File: src/csbl_pkg.sv
// Package of constants and types for the chip-select and lane decoder
package csbl_pkg;

  localparam int NUM_SELECTS = 8;
  localparam int BASE_MSB    = 31;
  localparam int BASE_LSB    = 16;
  localparam int BASE_W      = BASE_MSB - BASE_LSB + 1;
  localparam int WAIT_W      = 4;
  localparam int LANES       = 4;

  // Boot strap positions on the data pins
  localparam int STRAP_AA_BIT  = 7;
  localparam int STRAP_PW_MSB  = 6;
  localparam int STRAP_PW_LSB  = 5;

  localparam logic [WAIT_W-1:0] BOOT_AA_WAIT  = 4'hF;
  localparam logic [WAIT_W-1:0] WAIT_RESET    = 4'h0;
  localparam logic [LANES-1:0]  LANES_IDLE    = 4'hF;
  localparam logic [NUM_SELECTS-1:0] SEL_IDLE = 8'hFF;

  typedef enum logic [1:0] {
    CSBL_PW_32  = 2'b00,
    CSBL_PW_8   = 2'b01,
    CSBL_PW_16  = 2'b10,
    CSBL_PW_16B = 2'b11
  } csbl_width_t;

  typedef enum logic [1:0] {
    CSBL_SZ_LONG = 2'b00,
    CSBL_SZ_BYTE = 2'b01,
    CSBL_SZ_WORD = 2'b10,
    CSBL_SZ_LINE = 2'b11
  } csbl_size_t;

  localparam csbl_width_t BOOT_PW_RESET = CSBL_PW_32;

endpackage

File: src/csbl_lane_if.sv
// Interface between the select decoder and the lane strobe decoder
`timescale 1ns/1ps
interface csbl_lane_if;
  import csbl_pkg::*;
  csbl_size_t        size;
  logic [1:0]        addr_low;
  csbl_width_t       width;
  logic [LANES-1:0]  lanes_n;
  modport requester (output size, output addr_low, output width,
                     input lanes_n);
  modport decoder   (input size, input addr_low, input width,
                     output lanes_n);
endinterface

File: src/csbl_lane_decode.sv
// Combinational byte-lane strobe decoder
`timescale 1ns/1ps
module csbl_lane_decode
  import csbl_pkg::*;
(
  csbl_lane_if.decoder lane
);

  function automatic logic [LANES-1:0] lane_pattern(
    input csbl_size_t  size,
    input logic [1:0]  a,
    input csbl_width_t width
  );
    logic [LANES-1:0] p;
    p = LANES_IDLE;
    case (width)
      CSBL_PW_8: begin
        p = 4'hE;
      end
      CSBL_PW_16, CSBL_PW_16B: begin
        if (size == CSBL_SZ_BYTE) begin
          p = a[0] ? 4'hD : 4'hE;
        end else begin
          p = 4'hC;
        end
      end
      CSBL_PW_32: begin
        case (size)
          CSBL_SZ_BYTE: p = ~(4'h1 << a);
          CSBL_SZ_WORD: p = a[1] ? 4'h3 : 4'hC;
          default:      p = 4'h0;
        endcase
      end
      default: p = LANES_IDLE;
    endcase
    return p;
  endfunction

  // Bit 0 is lane 0, the most significant data byte
  always_comb begin
    lane.lanes_n = lane_pattern(lane.size, lane.addr_low, lane.width);
  end

endmodule

File: src/csbl_select_decode.sv
// Chip-select, output enable and byte-lane strobe decoder
`timescale 1ns/1ps
module csbl_select_decode
  import csbl_pkg::*;
#(
  parameter int NSEL = NUM_SELECTS
)(
  input  wire logic                         clock,
  input  wire logic                         reset,
  input  wire logic                         reset_input_n,
  input  wire logic [7:0]                   data_pin_in,
  input  wire logic [NSEL-1:0][BASE_W-1:0]  select_base,
  input  wire logic [NSEL-1:0][BASE_W-1:0]  select_mask,
  input  wire logic [NSEL-1:0]              select_valid,
  input  wire logic [NSEL-1:0][1:0]         port_width,
  input  wire logic [NSEL-1:0]              lane_strobe_mode,
  input  wire logic [NSEL-1:0]              auto_acknowledge,
  input  wire logic [NSEL-1:0][WAIT_W-1:0]  select_wait,
  input  wire logic [NSEL-1:0]              select_burst_read,
  input  wire logic [NSEL-1:0]              select_burst_write,
  input  wire logic                         xfer_valid,
  input  wire logic                         xfer_read,
  input  wire logic [31:0]                  xfer_addr,
  input  wire logic [1:0]                   xfer_size,
  output logic      [NSEL-1:0]              select_n,
  output logic      [LANES-1:0]             lane_strobe_n,
  output logic                              lane_write_mode,
  output logic                              output_enable_n,
  output logic      [1:0]                   active_width,
  output logic                              active_auto_ack,
  output logic      [WAIT_W-1:0]            active_wait,
  output logic                              active_burst,
  output logic                              access_external,
  output logic                              boot_global
);

  function automatic logic addr_hit(
    input logic [BASE_W-1:0] addr_hi,
    input logic [BASE_W-1:0] base,
    input logic [BASE_W-1:0] mask
  );
    return ((addr_hi ^ base) & ~mask) == '0;
  endfunction

  // Boot strap capture
  logic              rstin_prev_reg, rstin_prev_next;
  logic              boot_aa_reg, boot_aa_next;
  csbl_width_t       boot_pw_reg, boot_pw_next;
  logic              boot_mode_reg, boot_mode_next;
  logic              global_reg, global_next;

  // Strap is taken on the clock where the reset input is seen released
  always_comb begin
    rstin_prev_next = reset_input_n;
    boot_aa_next    = boot_aa_reg;
    boot_pw_next    = boot_pw_reg;
    boot_mode_next  = boot_mode_reg;
    global_next     = global_reg;
    if (!reset_input_n) begin
      global_next = 1'b1;
    end else if (!rstin_prev_reg) begin
      boot_aa_next   = data_pin_in[STRAP_AA_BIT];
      boot_mode_next = data_pin_in[STRAP_AA_BIT];
      boot_pw_next   = csbl_width_t'(
                         data_pin_in[STRAP_PW_MSB:STRAP_PW_LSB]);
    end else if (select_valid[0]) begin
      // Global decode ends once select 0 is validated, until the reset input is asserted again
      global_next = 1'b0;
    end
  end

  always_ff @(posedge clock or posedge reset) begin
    if (reset) begin
      rstin_prev_reg <= 1'b0;
      boot_aa_reg    <= 1'b0;
      boot_pw_reg    <= BOOT_PW_RESET;
      boot_mode_reg  <= 1'b0;
      global_reg     <= 1'b1;
    end else begin
      rstin_prev_reg <= rstin_prev_next;
      boot_aa_reg    <= boot_aa_next;
      boot_pw_reg    <= boot_pw_next;
      boot_mode_reg  <= boot_mode_next;
      global_reg     <= global_next;
    end
  end

  // Address match
  logic [NSEL-1:0] hit;
  logic            any_hit;
  logic            multi_hit;
  int unsigned     hit_idx;

  always_comb begin
    hit     = '0;
    hit_idx = 0;
    for (int i = 0; i < NSEL; i++) begin
      if (global_reg) begin
        hit[i] = (i == 0);
      end else begin
        hit[i] = select_valid[i] &&
                 addr_hit(xfer_addr[BASE_MSB:BASE_LSB],
                          select_base[i], select_mask[i]);
      end
      if (hit[i]) begin
        hit_idx = i;
      end
    end
    any_hit   = xfer_valid && (hit != '0);
    multi_hit = (hit & (hit - 1'b1)) != '0;
  end

  // Selected attributes
  csbl_width_t        eff_width;
  logic               eff_aa;
  logic [WAIT_W-1:0]  eff_wait;
  logic               eff_burst;
  logic               eff_mode;

  always_comb begin
    eff_width = CSBL_PW_32;
    eff_aa    = 1'b0;
    eff_wait  = WAIT_RESET;
    eff_burst = 1'b0;
    eff_mode  = 1'b0;
    if (global_reg) begin
      eff_width = boot_pw_reg;
      eff_aa    = boot_aa_reg;
      eff_wait  = boot_aa_reg ? BOOT_AA_WAIT : WAIT_RESET;
      eff_mode  = boot_mode_reg;
    end else if (multi_hit) begin
      // Overlap: external, burst-inhibited, 32-bit
      eff_mode = lane_strobe_mode[hit_idx];
    end else if (any_hit) begin
      eff_width = csbl_width_t'(port_width[hit_idx]);
      eff_aa    = auto_acknowledge[hit_idx];
      eff_wait  = select_wait[hit_idx];
      eff_burst = xfer_read ? select_burst_read[hit_idx]
                            : select_burst_write[hit_idx];
      eff_mode  = lane_strobe_mode[hit_idx];
    end
  end

  // Lane decode
  csbl_lane_if lane_bus ();

  assign lane_bus.size     = csbl_size_t'(xfer_size);
  assign lane_bus.addr_low = xfer_addr[1:0];
  assign lane_bus.width    = eff_width;

  csbl_lane_decode u_lane (
    .lane (lane_bus.decoder)
  );

  // Registered outputs, rising edge
  logic [NSEL-1:0]   sel_reg, sel_next;
  logic [LANES-1:0]  lanes_reg, lanes_next;
  logic              wmode_reg, wmode_next;
  logic [1:0]        width_reg, width_next;
  logic              aa_reg, aa_next;
  logic [WAIT_W-1:0] wait_reg, wait_next;
  logic              burst_reg, burst_next;
  logic              ext_reg, ext_next;

  always_comb begin
    sel_next   = SEL_IDLE;
    lanes_next = LANES_IDLE;
    wmode_next = 1'b0;
    width_next = CSBL_PW_32;
    aa_next    = 1'b0;
    wait_next  = WAIT_RESET;
    burst_next = 1'b0;
    ext_next   = xfer_valid;
    if (any_hit) begin
      sel_next   = ~hit;
      lanes_next = lane_bus.lanes_n;
      wmode_next = eff_mode;
      width_next = eff_width;
      aa_next    = eff_aa;
      wait_next  = eff_wait;
      burst_next = eff_burst;
      ext_next   = multi_hit || !eff_aa;
    end
  end

  always_ff @(posedge clock or posedge reset) begin
    if (reset) begin
      sel_reg   <= SEL_IDLE;
      lanes_reg <= LANES_IDLE;
      wmode_reg <= 1'b0;
      width_reg <= CSBL_PW_32;
      aa_reg    <= 1'b0;
      wait_reg  <= WAIT_RESET;
      burst_reg <= 1'b0;
      ext_reg   <= 1'b0;
    end else begin
      sel_reg   <= sel_next;
      lanes_reg <= lanes_next;
      wmode_reg <= wmode_next;
      width_reg <= width_next;
      aa_reg    <= aa_next;
      wait_reg  <= wait_next;
      burst_reg <= burst_next;
      ext_reg   <= ext_next;
    end
  end

  // Output enable, falling edge
  logic oe_n_reg, oe_n_next;

  // Half a cycle after the rising edge gives memory setup time on reads
  always_comb begin
    oe_n_next = !(any_hit && xfer_read);
  end

  always_ff @(negedge clock or posedge reset) begin
    if (reset) begin
      oe_n_reg <= 1'b1;
    end else begin
      oe_n_reg <= oe_n_next;
    end
  end

  assign select_n        = sel_reg;
  assign lane_strobe_n   = lanes_reg;
  assign lane_write_mode = wmode_reg;
  assign output_enable_n = oe_n_reg;
  assign active_width    = width_reg;
  assign active_auto_ack = aa_reg;
  assign active_wait     = wait_reg;
  assign active_burst    = burst_reg;
  assign access_external = ext_reg;
  assign boot_global     = global_reg;
endmodule

File: config.mk
export PLATFORM = sky130hd
export DESIGN_NAME = csbl_select_decode
export DESIGN_NICKNAME = d
export VERILOG_FILES = /design/src/csbl_pkg.sv /design/src/csbl_lane_if.sv /design/src/csbl_lane_decode.sv /design/src/csbl_select_decode.sv
export SDC_FILE = /design/constraint.sdc
export NUM_CORES = 1
export LEC_CHECK = 0
export BUFFER_PORTS_ARGS = -buffer_cell sky130_fd_sc_hd__buf_2
export CAP_MARGIN = 20
export CORE_AREA = 3 3 161 163
export CTS_CLUSTER_DIAMETER = 80
export DETAILED_ROUTE_END_ITERATION = 8
export DIE_AREA = 0 0 164 166
export GPL_TIMING_DRIVEN = 0
export PLACE_DENSITY = 0.43
export SLEW_MARGIN = 10
export SYNTH_ARGS = -nofsm -noshare
export SYNTH_HDL_FRONTEND = slang
export SYNTH_HIERARCHICAL = 1
export SYNTH_SLANG_ARGS = --single-unit
File: constraint.sdc
create_clock -name clock -period 5.2 [get_ports clock]
set_input_delay 1.3 -clock clock [delete_from_list [all_inputs] [get_ports clock]]
set_output_delay 1.3 -clock clock [all_outputs]
set_load 0.02 [all_outputs]
Word level (Yosys, flattened, before mapping)
Cells that the tools add are included.

storage, ports and cells
  output and inout port bits = 24
  memories = 0
  RAM bits = 0
  word-level logic and storage cells = 134
  flip-flop bits (word level) = 28
  input bits = 391
  latch bits = 0
  ROM bits = 0

operators by class
  eq/ne operators = 7
  order comparisons = 1
  reductions and logical operators = 27
  add/sub/neg operators = 1
  bitwise operators = 28
  shift-type cells = 1
  multiplexer cells = 56
  div/mod/pow operators = 0
  $mul = 0

operator list
  kind                                                          number
  2-to-1 mux 32 bit                                             6
  AND 16 bit                                                    8
  logical NOT 16 bit                                            8
  inverter 16 bit                                               8
  bitwise XOR 16 bit                                            8
  less-than comparator 32 x 4 -> 1 bit (second input constant)  1
  2-to-1 mux 4 bit                                              8
  2-to-1 mux 1 bit                                              27
  nonzero test 8 bit                                            2
  binary-select mux 1 bit (select 3 bit)                        4
  binary-select mux 4 bit (select 3 bit)                        1
  2-to-1 mux 2 bit                                              6
  case mux 4 bit (3 select lines)                               1
  logical AND 1 bit                                             10
  AND 8 bit                                                     1
  2-to-1 mux 8 bit                                              1
  inverter 8 bit                                                1
  case mux 4 bit (2 select lines)                               1
  subtractor 8 x 1 -> 8 bit (second input constant)             1
  binary-select mux 2 bit (select 3 bit)                        1
  == test 2 bit (second input constant)                         3
  == test 2 x 1 -> 1 bit (second input constant)                2
  inequality test 2 x 1 -> 1 bit (second input constant)        2
  inverter 4 bit                                                1
  7 further kinds                                               9

Logic depth before layout (Yosys ltp)
Gate-level depths: netlist (run 1).

  word-level depth = 21
  mapped depth = 18

By module
Netlist (run 1), hierarchy kept.

modules (own cells, without submodules)
  module              cells an instance  instances  seq. area each (um^2)  area each (um^2)
  csbl_select_decode  474                1          718.2                  3,891.2
  csbl_lane_decode    22                 1          0.0                    140.1

==> impl_metrics.ini, run 1 <==
[run_status]
outcome = complete, but fails checks
failed_checks = negative setup slack

[die]
die_h_um = 166
dieArea_um2 = 27200
die_width_um = 164
num_io_pins = 415
rows = 57
design.core.area_um2 = 24500
start_util_pct = 16.5

[setup_path]
worstPathRequired_ns = 2.86
worstSetupPathType = in2reg
path_max_fanout = 7
worstSetupStartpointType = input pin
r2r_start = boot_global$_DFFE_PP1P_
r2r_slack_ns = 0.44
crit_path_end_kind = register
critPathArrivalTime_ns = 3.16
worstRegToRegCells = 8
reg2reg_to = output_enable_n$_DFF_NP1_

[hold_path]
holdPathEnd = boot_global$_DFFE_PP1P_
min-delay-start = rstin_prev_reg$_DFF_PP0_
holdPathStages = 3
hold_path.class = reg2reg

[logic_synthesis]
netlist_area_um2 = 4030
seq_area_frac_synth_pct = 17.8
ys_types = 57
synth-xor-area-share_pct = 28.2
syn_area_per_cell_um2 = 8.13
synth_top_family_by_area = XOR/XNOR gates
synthMuxAreaShare_pct = 9.71
synth-main-ff-cell = dfstp_2
yosysWarnings = 6
async_reset_ff_share_pct = 100
synthAdderAreaFrac_pct = 0.931
synth_edf_count = 0
synth_nets = 890
netlist_instances = 496
synth-compound-area-share_pct = 19.9
synthSimpleGateAreaFrac_pct = 18.0
ys_ff_latch = 28

[global_route]
gr-total-overflow = 0
track_usage_pct = 17.8
antenna_found_initial = 13
grt_pass1_wl_um = 35900
grt_max_degree = 20
first_global_vias = 5677

[timing]
slew_headroom_pct = 53.7
final_hold_viol_count = 0
tns_ns = -0.300
tightest_slew_ns = 0.688
fin_ws_ns = -0.300
rsz0062_at_grt = yes
slew_viol_final = 0
finClkSkew_ns = 0.0721
setup_viol = 1

[finish]
final_area_um2 = 7080
area.growth.synth_to_final_pct = 75.7
regArea_um2 = 718
largest_register_ffs = 8
mostFrequentLayoutCells = buf_2, xnor2_1, o22ai_1
nFillCells = 2739
final_nets = 1300
drive_above_1_share_pct = 54.6
multiInputGateArea_um2 = 3340
final_common_cell = buf_2

[placement]
gp_congestion = 0.911
placed_cell_area_um2 = 6480
dp_hpwl_um = 23100
io_buffers = 378

[detailed_routing]
routed_wl_um = 25900
ant_nets = 0
num_vias = 5404
drtPass1Iterations = 4
wire_per_inst_um = 21.0
vias_per_cell = 4.39
drc = 0
drt_iter0_drc = 228

[clock_tree]
htreeDepth = 1
root_buffer = clkbuf_16
cts_tree = built
clk_latency_ns = 0.33
cts_buffer_depth = 2
cts_inserted_buffers = 3
cts.sinks = 28
clk_pin_slew_ns = 0.07

[power]
vdd_drop_max_mv = 0.111
power_per_cell_area_nw_per_um2 = 143
p_leak_nw = 3.40

[job]
cap_violations = 0
-- cell usage after synthesis, types with 2 or more instances --
| cell type | n | area [µm²] |
|---|---|---|
| inv_1 | 13 | 48.8 |
| o22ai_1 | 74 | 463 |
| and4_1 | 3 | 26.3 |
| buf_6 | 6 | 67.6 |
| nand3_1 | 5 | 25.0 |
| o22a_1 | 2 | 17.5 |
| nor4_1 | 13 | 81.3 |
| nor2_1 | 36 | 135 |
| xnor2_1 | 124 | 1090 |
| and3_1 | 2 | 12.5 |
| or4_1 | 6 | 45.0 |
| xnor2_2 | 2 | 32.5 |
| nand2_1 | 24 | 90.1 |
| a21oi_1 | 4 | 20.0 |
| mux2i_1 | 29 | 290 |
| dfstp_2 | 14 | 368 |
| a211oi_1 | 2 | 15.0 |
| o21ai_0 | 15 | 75.1 |
| dfrtp_1 | 14 | 350 |
| nand4_1 | 6 | 37.5 |
| buf_2 | 7 | 35.0 |
| ha_1 | 3 | 37.5 |
| a31oi_1 | 6 | 37.5 |
| nor3_1 | 7 | 35.0 |
| o211ai_1 | 2 | 15.0 |
| nor2b_1 | 6 | 37.5 |
| xor2_1 | 2 | 17.5 |
| a221oi_1 | 2 | 17.5 |
| nand2b_1 | 11 | 68.8 |
| buf_4 | 2 | 15.0 |
| o21a_1 | 4 | 30.0 |
| mux2_2 | 9 | 101 |
| and2_1 | 5 | 31.3 |
| nor3b_1 | 2 | 15.0 |
| clkbuf_1 | 9 | 33.8 |
| o221ai_1 | 3 | 26.3 |
| or3_1 | 2 | 12.5 |
-- worst max-delay path, cell delays in order --
cell      delay [ns]
buf_16          0.13
xnor2_4         0.15
o22ai_2         0.08
or4_4           0.52
or4_4           0.47
nand4_1         0.14
o31a_1          0.18
clkbuf_8        0.15
nand2_2         0.03
-- final cells by class --
type | count | area share, %
repair buffers | 406 | 30.1
plain buffers | 25 | 4.68
well taps | 324 | 5.72
flip-flops and latches | 28 | 10.1
clock inverters | 1 | 0.0530
diodes | 3 | 0.106
clock buffers | 4 | 1.41
multi-input cells | 429 | 47.1
inverters | 12 | 0.636
-- worst max path at each step --
stage / startpoint / to / slack [ns] / depth (start not counted)
2_1_floorplan: xfer_addr[19] / output_enable_n$_DFF_NP1_ / -0.68 / 10
4_1_cts: xfer_addr[24] / output_enable_n$_DFF_NP1_ / -0.42 / 9
6_report: xfer_addr[30] / output_enable_n$_DFF_NP1_ / -0.30 / 9
5_1_grt: xfer_addr[31] / output_enable_n$_DFF_NP1_ / -0.35 / 9
3_5_place_dp: xfer_addr[25] / output_enable_n$_DFF_NP1_ / -2.13 / 9
3_3_place_gp: xfer_addr[25] / output_enable_n$_DFF_NP1_ / -2.11 / 9
-- layer usage --
layer  wire (µm)  global-route usage (%)
met1        9480                    19.9
met3        2390                    4.91
met2       13000                    32.7
met4         928                    5.04
met5          92                       0
-- logic make-up (layout without fill, tap and decap cells) --
| logic type | Yosys count | after routing |
|---|---|---|
| buffers and inverters | 39 | 448 |
| DFF | 28 | 28 |
| xor gates and xnor gates | 128 | 128 |
| other | 0 | 3 |
| and+or+nand+nor | 136 | 136 |
| AOI/OAI and AO/OA | 124 | 124 |
| adders and majority gates | 3 | 3 |
| muxes | 38 | 38 |
-- report_power, final --
group          switching [mW]  internal [mW]  leakage (nW)
registers             0.00876          0.239         0.324
clock network          0.0763          0.135        0.0546
logic                   0.260          0.294          3.02
total                   0.345          0.668          3.40
-- timing repair --
item                       CTS  global route
pin swaps                    7            15
setup buffers               19             8
gates cloned                 0             0
setup endpoints to repair   11             7
hold buffers                 0             0
gates resized for setup     31            28
-- stage by stage --
stage	util [%]	std cells	total power, mW	hold slack [ns]	worst slack, ns
after floorplan	-	496	0.518	0.469	-0.681
after global placement	26.4	1198	0.752	0.482	-2.11
after detailed placement	26.5	1199	0.758	0.497	-2.13
after CTS	28.1	1221	1.01	0.509	-0.420
after global routing	28.9	1232	1.08	0.543	-0.350
final	28.9	1232	1.01	0.505	-0.300
Note: power is estimated with default switching activity, not from simulation.
==> run 2: changes to the inputs <==
--- a/config.mk
+++ b/config.mk
@@ -7,12 +7,12 @@
 export LEC_CHECK = 0
 export BUFFER_PORTS_ARGS = -buffer_cell sky130_fd_sc_hd__buf_2
 export CAP_MARGIN = 20
-export CORE_AREA = 3 3 161 163
+export CORE_AREA = 3 3 162 164
 export CTS_CLUSTER_DIAMETER = 80
 export DETAILED_ROUTE_END_ITERATION = 8
-export DIE_AREA = 0 0 164 166
+export DIE_AREA = 0 0 165 167
 export GPL_TIMING_DRIVEN = 0
-export PLACE_DENSITY = 0.43
+export PLACE_DENSITY = 0.44
 export SLEW_MARGIN = 10
 export SYNTH_ARGS = -nofsm -noshare
 export SYNTH_HDL_FRONTEND = slang
==> constraint.sdc (replaced) <==
create_clock -name clock -period 5 [get_ports clock]
set_input_delay 1.25 -clock clock [delete_from_list [all_inputs] [get_ports clock]]
set_output_delay 1.25 -clock clock [all_outputs]
set_load 0.02 [all_outputs]
==> run 2 against run 1 <==
  * The run still ends with negative setup slack left
  * Hold slack improved by 0.00062 ns
  * Register-to-register slack got worse by 0.08 ns
  * Core utilization decreased by 1.0 points
  * Critical path type unchanged
  * Largest cell class unchanged
  * Highest routed layer unchanged
==> impl_metrics.ini, run 2 (same netlist as run 1, synthesis figures left out) <==
[clock_tree]
root_buffer = clkbuf_16
cts_buffer_depth = 2
htreeDepth = 1
clk_pin_slew_ns = 0.07
cts.sinks = 28
clk_latency_ns = 0.33
cts_inserted_buffers = 3
cts_tree = built

[setup_path]
r2r_slack_ns = 0.36
r2r_start = boot_global$_DFFE_PP1P_
worstPathRequired_ns = 2.76
crit_path_end_kind = register
worstSetupPathType = in2reg
critPathArrivalTime_ns = 3.10
worstSetupStartpointType = input pin
reg2reg_to = output_enable_n$_DFF_NP1_
worstPathCellList = buf_12, xnor2_2, o22ai_1, or4_1, or4_4, nand4_1, o31a_1, clkbuf_8, nand2_2
slowest_delay_ns = 0.55
path_max_fanout = 8
worstRegToRegCells = 8
slowest_stage = or4_1

[placement]
dp_hpwl_um = 22700
io_buffers = 378
gp_congestion = 0.871
pre_cts_slack_ns = -2.01

[detailed_routing]
drtPass1Iterations = 5
drt_iter0_drc = 210
dr_wl_met2_um = 13600
wire_per_inst_um = 21.0
vias_per_cell = 4.34
routed.top_layer = met5
ant_nets = 0
met1_length_um = 9690
routed_wl_um = 25800
drc = 0
num_vias = 5339
wl_met3_um = 2170

[global_route]
first_global_vias = 5579
grt_pass1_wl_um = 35100
gr-total-overflow = 0
antenna_found_initial = 10
grt_max_degree = 20
track_usage_pct = 17.4

[power]
power_per_cell_area_nw_per_um2 = 149
total_power_mw = 1.04
intPower_mw = 0.681
seqPwrFrac_pct = 24.9
p_clk_share_pct = 21.3
p_leak_nw = 3.36
vdd_drop_max_mv = 0.136
p_sw_mw = 0.358
p_comb_share_pct = 53.8
p_sw_share_pct = 34.5

[run_status]
failed_checks = negative setup slack
outcome = complete, but fails checks

[die]
dieArea_um2 = 27600
start_util_pct = 16.1
die_h_um = 167
num_io_pins = 415
die_width_um = 165
design.core.area_um2 = 25000
rows = 58

[hold_path]
holdPathStages = 3
hold_path.class = reg2reg
holdPathEnd = boot_global$_DFFE_PP1P_
min-delay-start = rstin_prev_reg$_DFF_PP0_

[timing]
slew_headroom_pct = 50.6
fin_ws_ns = -0.337
tightest_slew_ns = 0.733
setup_viol = 1
finClkSkew_ns = 0.0724
final_hold_viol_count = 0
rsz0062_at_grt = yes
hold_ws_ns = 0.505
slew_viol_final = 0

[finish]
final_common_cell = buf_2
mostFrequentLayoutCells = buf_2, xnor2_1, o22ai_1
fin_util_pct = 27.9
drive_above_1_share_pct = 53.4
final_nets = 1290
nFillCells = 2790
area.growth.synth_to_final_pct = 73.3
largest_register_ffs = 8

[job]
cap_violations = 0
run 2: changes by cell type in the layout (fill, tap and decap cells not counted), moves of 2 or more:
cell	change
diode_2	+2
o22ai_2	-4
xnor2_1	-3
xnor2_2	+3
buf_4	-11
nor4_1	+2
nor4_2	-2
o22ai_1	+4
run 2: routing by layer:
| layer | vias up | track usage (%) |
|---|---|---|
| li1 | 2616 | - |
| met1 | 2413 | 19.2 |
| met2 | 268 | 33.1 |
| met3 | 28 | 4.75 |
| met4 | 14 | 2.84 |
| met5 | - | 0 |
run 2: area by class of cell:
cell class / instances / area [µm²] / area share, %
antenna: 5 / 12.5 / 0.179
buffer: 25 / 327 / 4.67
tap: 330 / 413 / 5.91
sequential: 28 / 718 / 10.3
inverter: 12 / 45.0 / 0.645
multi-input combinational: 429 / 3310 / 47.3
timing repair buffer: 396 / 2060 / 29.5
clock buffer: 4 / 100 / 1.43
clock inverter: 1 / 3.75 / 0.0537
run 2: how the worst max path moves through the flow:
stage / from / end / slack (ns) / depth (start not counted)
finish: xfer_addr[16] / output_enable_n$_DFF_NP1_ / -0.34 / 9
global route: xfer_addr[29] / output_enable_n$_DFF_NP1_ / -0.42 / 9
global placement: xfer_addr[25] / output_enable_n$_DFF_NP1_ / -2.07 / 9
detailed placement: xfer_addr[25] / output_enable_n$_DFF_NP1_ / -2.01 / 9
floorplan: xfer_addr[19] / output_enable_n$_DFF_NP1_ / -0.73 / 10
CTS: xfer_addr[16] / output_enable_n$_DFF_NP1_ / -0.47 / 9
run 2: power groups by stage:
stage,registers (mW),clock network [mW],logic [mW]
4_1_cts,0.260,0.228,0.550
3_3_place_gp,0.263,0.00250,0.521
6_report,0.259,0.221,0.559
2_1_floorplan,0.278,0.00250,0.258
5_1_grt,0.262,0.240,0.609
3_5_place_dp,0.263,0.00250,0.527
run 2: repair_timing:
item                                    4_1_cts  5_1_grt
buffers inserted                              6       11
endpoints found under the setup margin       11        5
resized for setup                            30       18
pin swaps                                     6       10
hold buffers                                  0        0
run 2: stage by stage:
stage | area, µm² | std cells | setup TNS [ns]
2_1_floorplan | 4160 | 496 | -0.731
3_3_place_gp | 6460 | 1204 | -9.30
3_5_place_dp | 6490 | 1205 | -8.31
4_1_cts | 6780 | 1214 | -0.467
5_1_grt | 6980 | 1228 | -0.417
6_report | 6990 | 1230 | -0.337
run 2: worst max-delay path, delay by kind of cell:
kind / cells / cell delay (ns)
simple gates: 4 / 1.19
compound gates: 2 / 0.25
xor+xnor: 1 / 0.12
buf+inv: 2 / 0.27
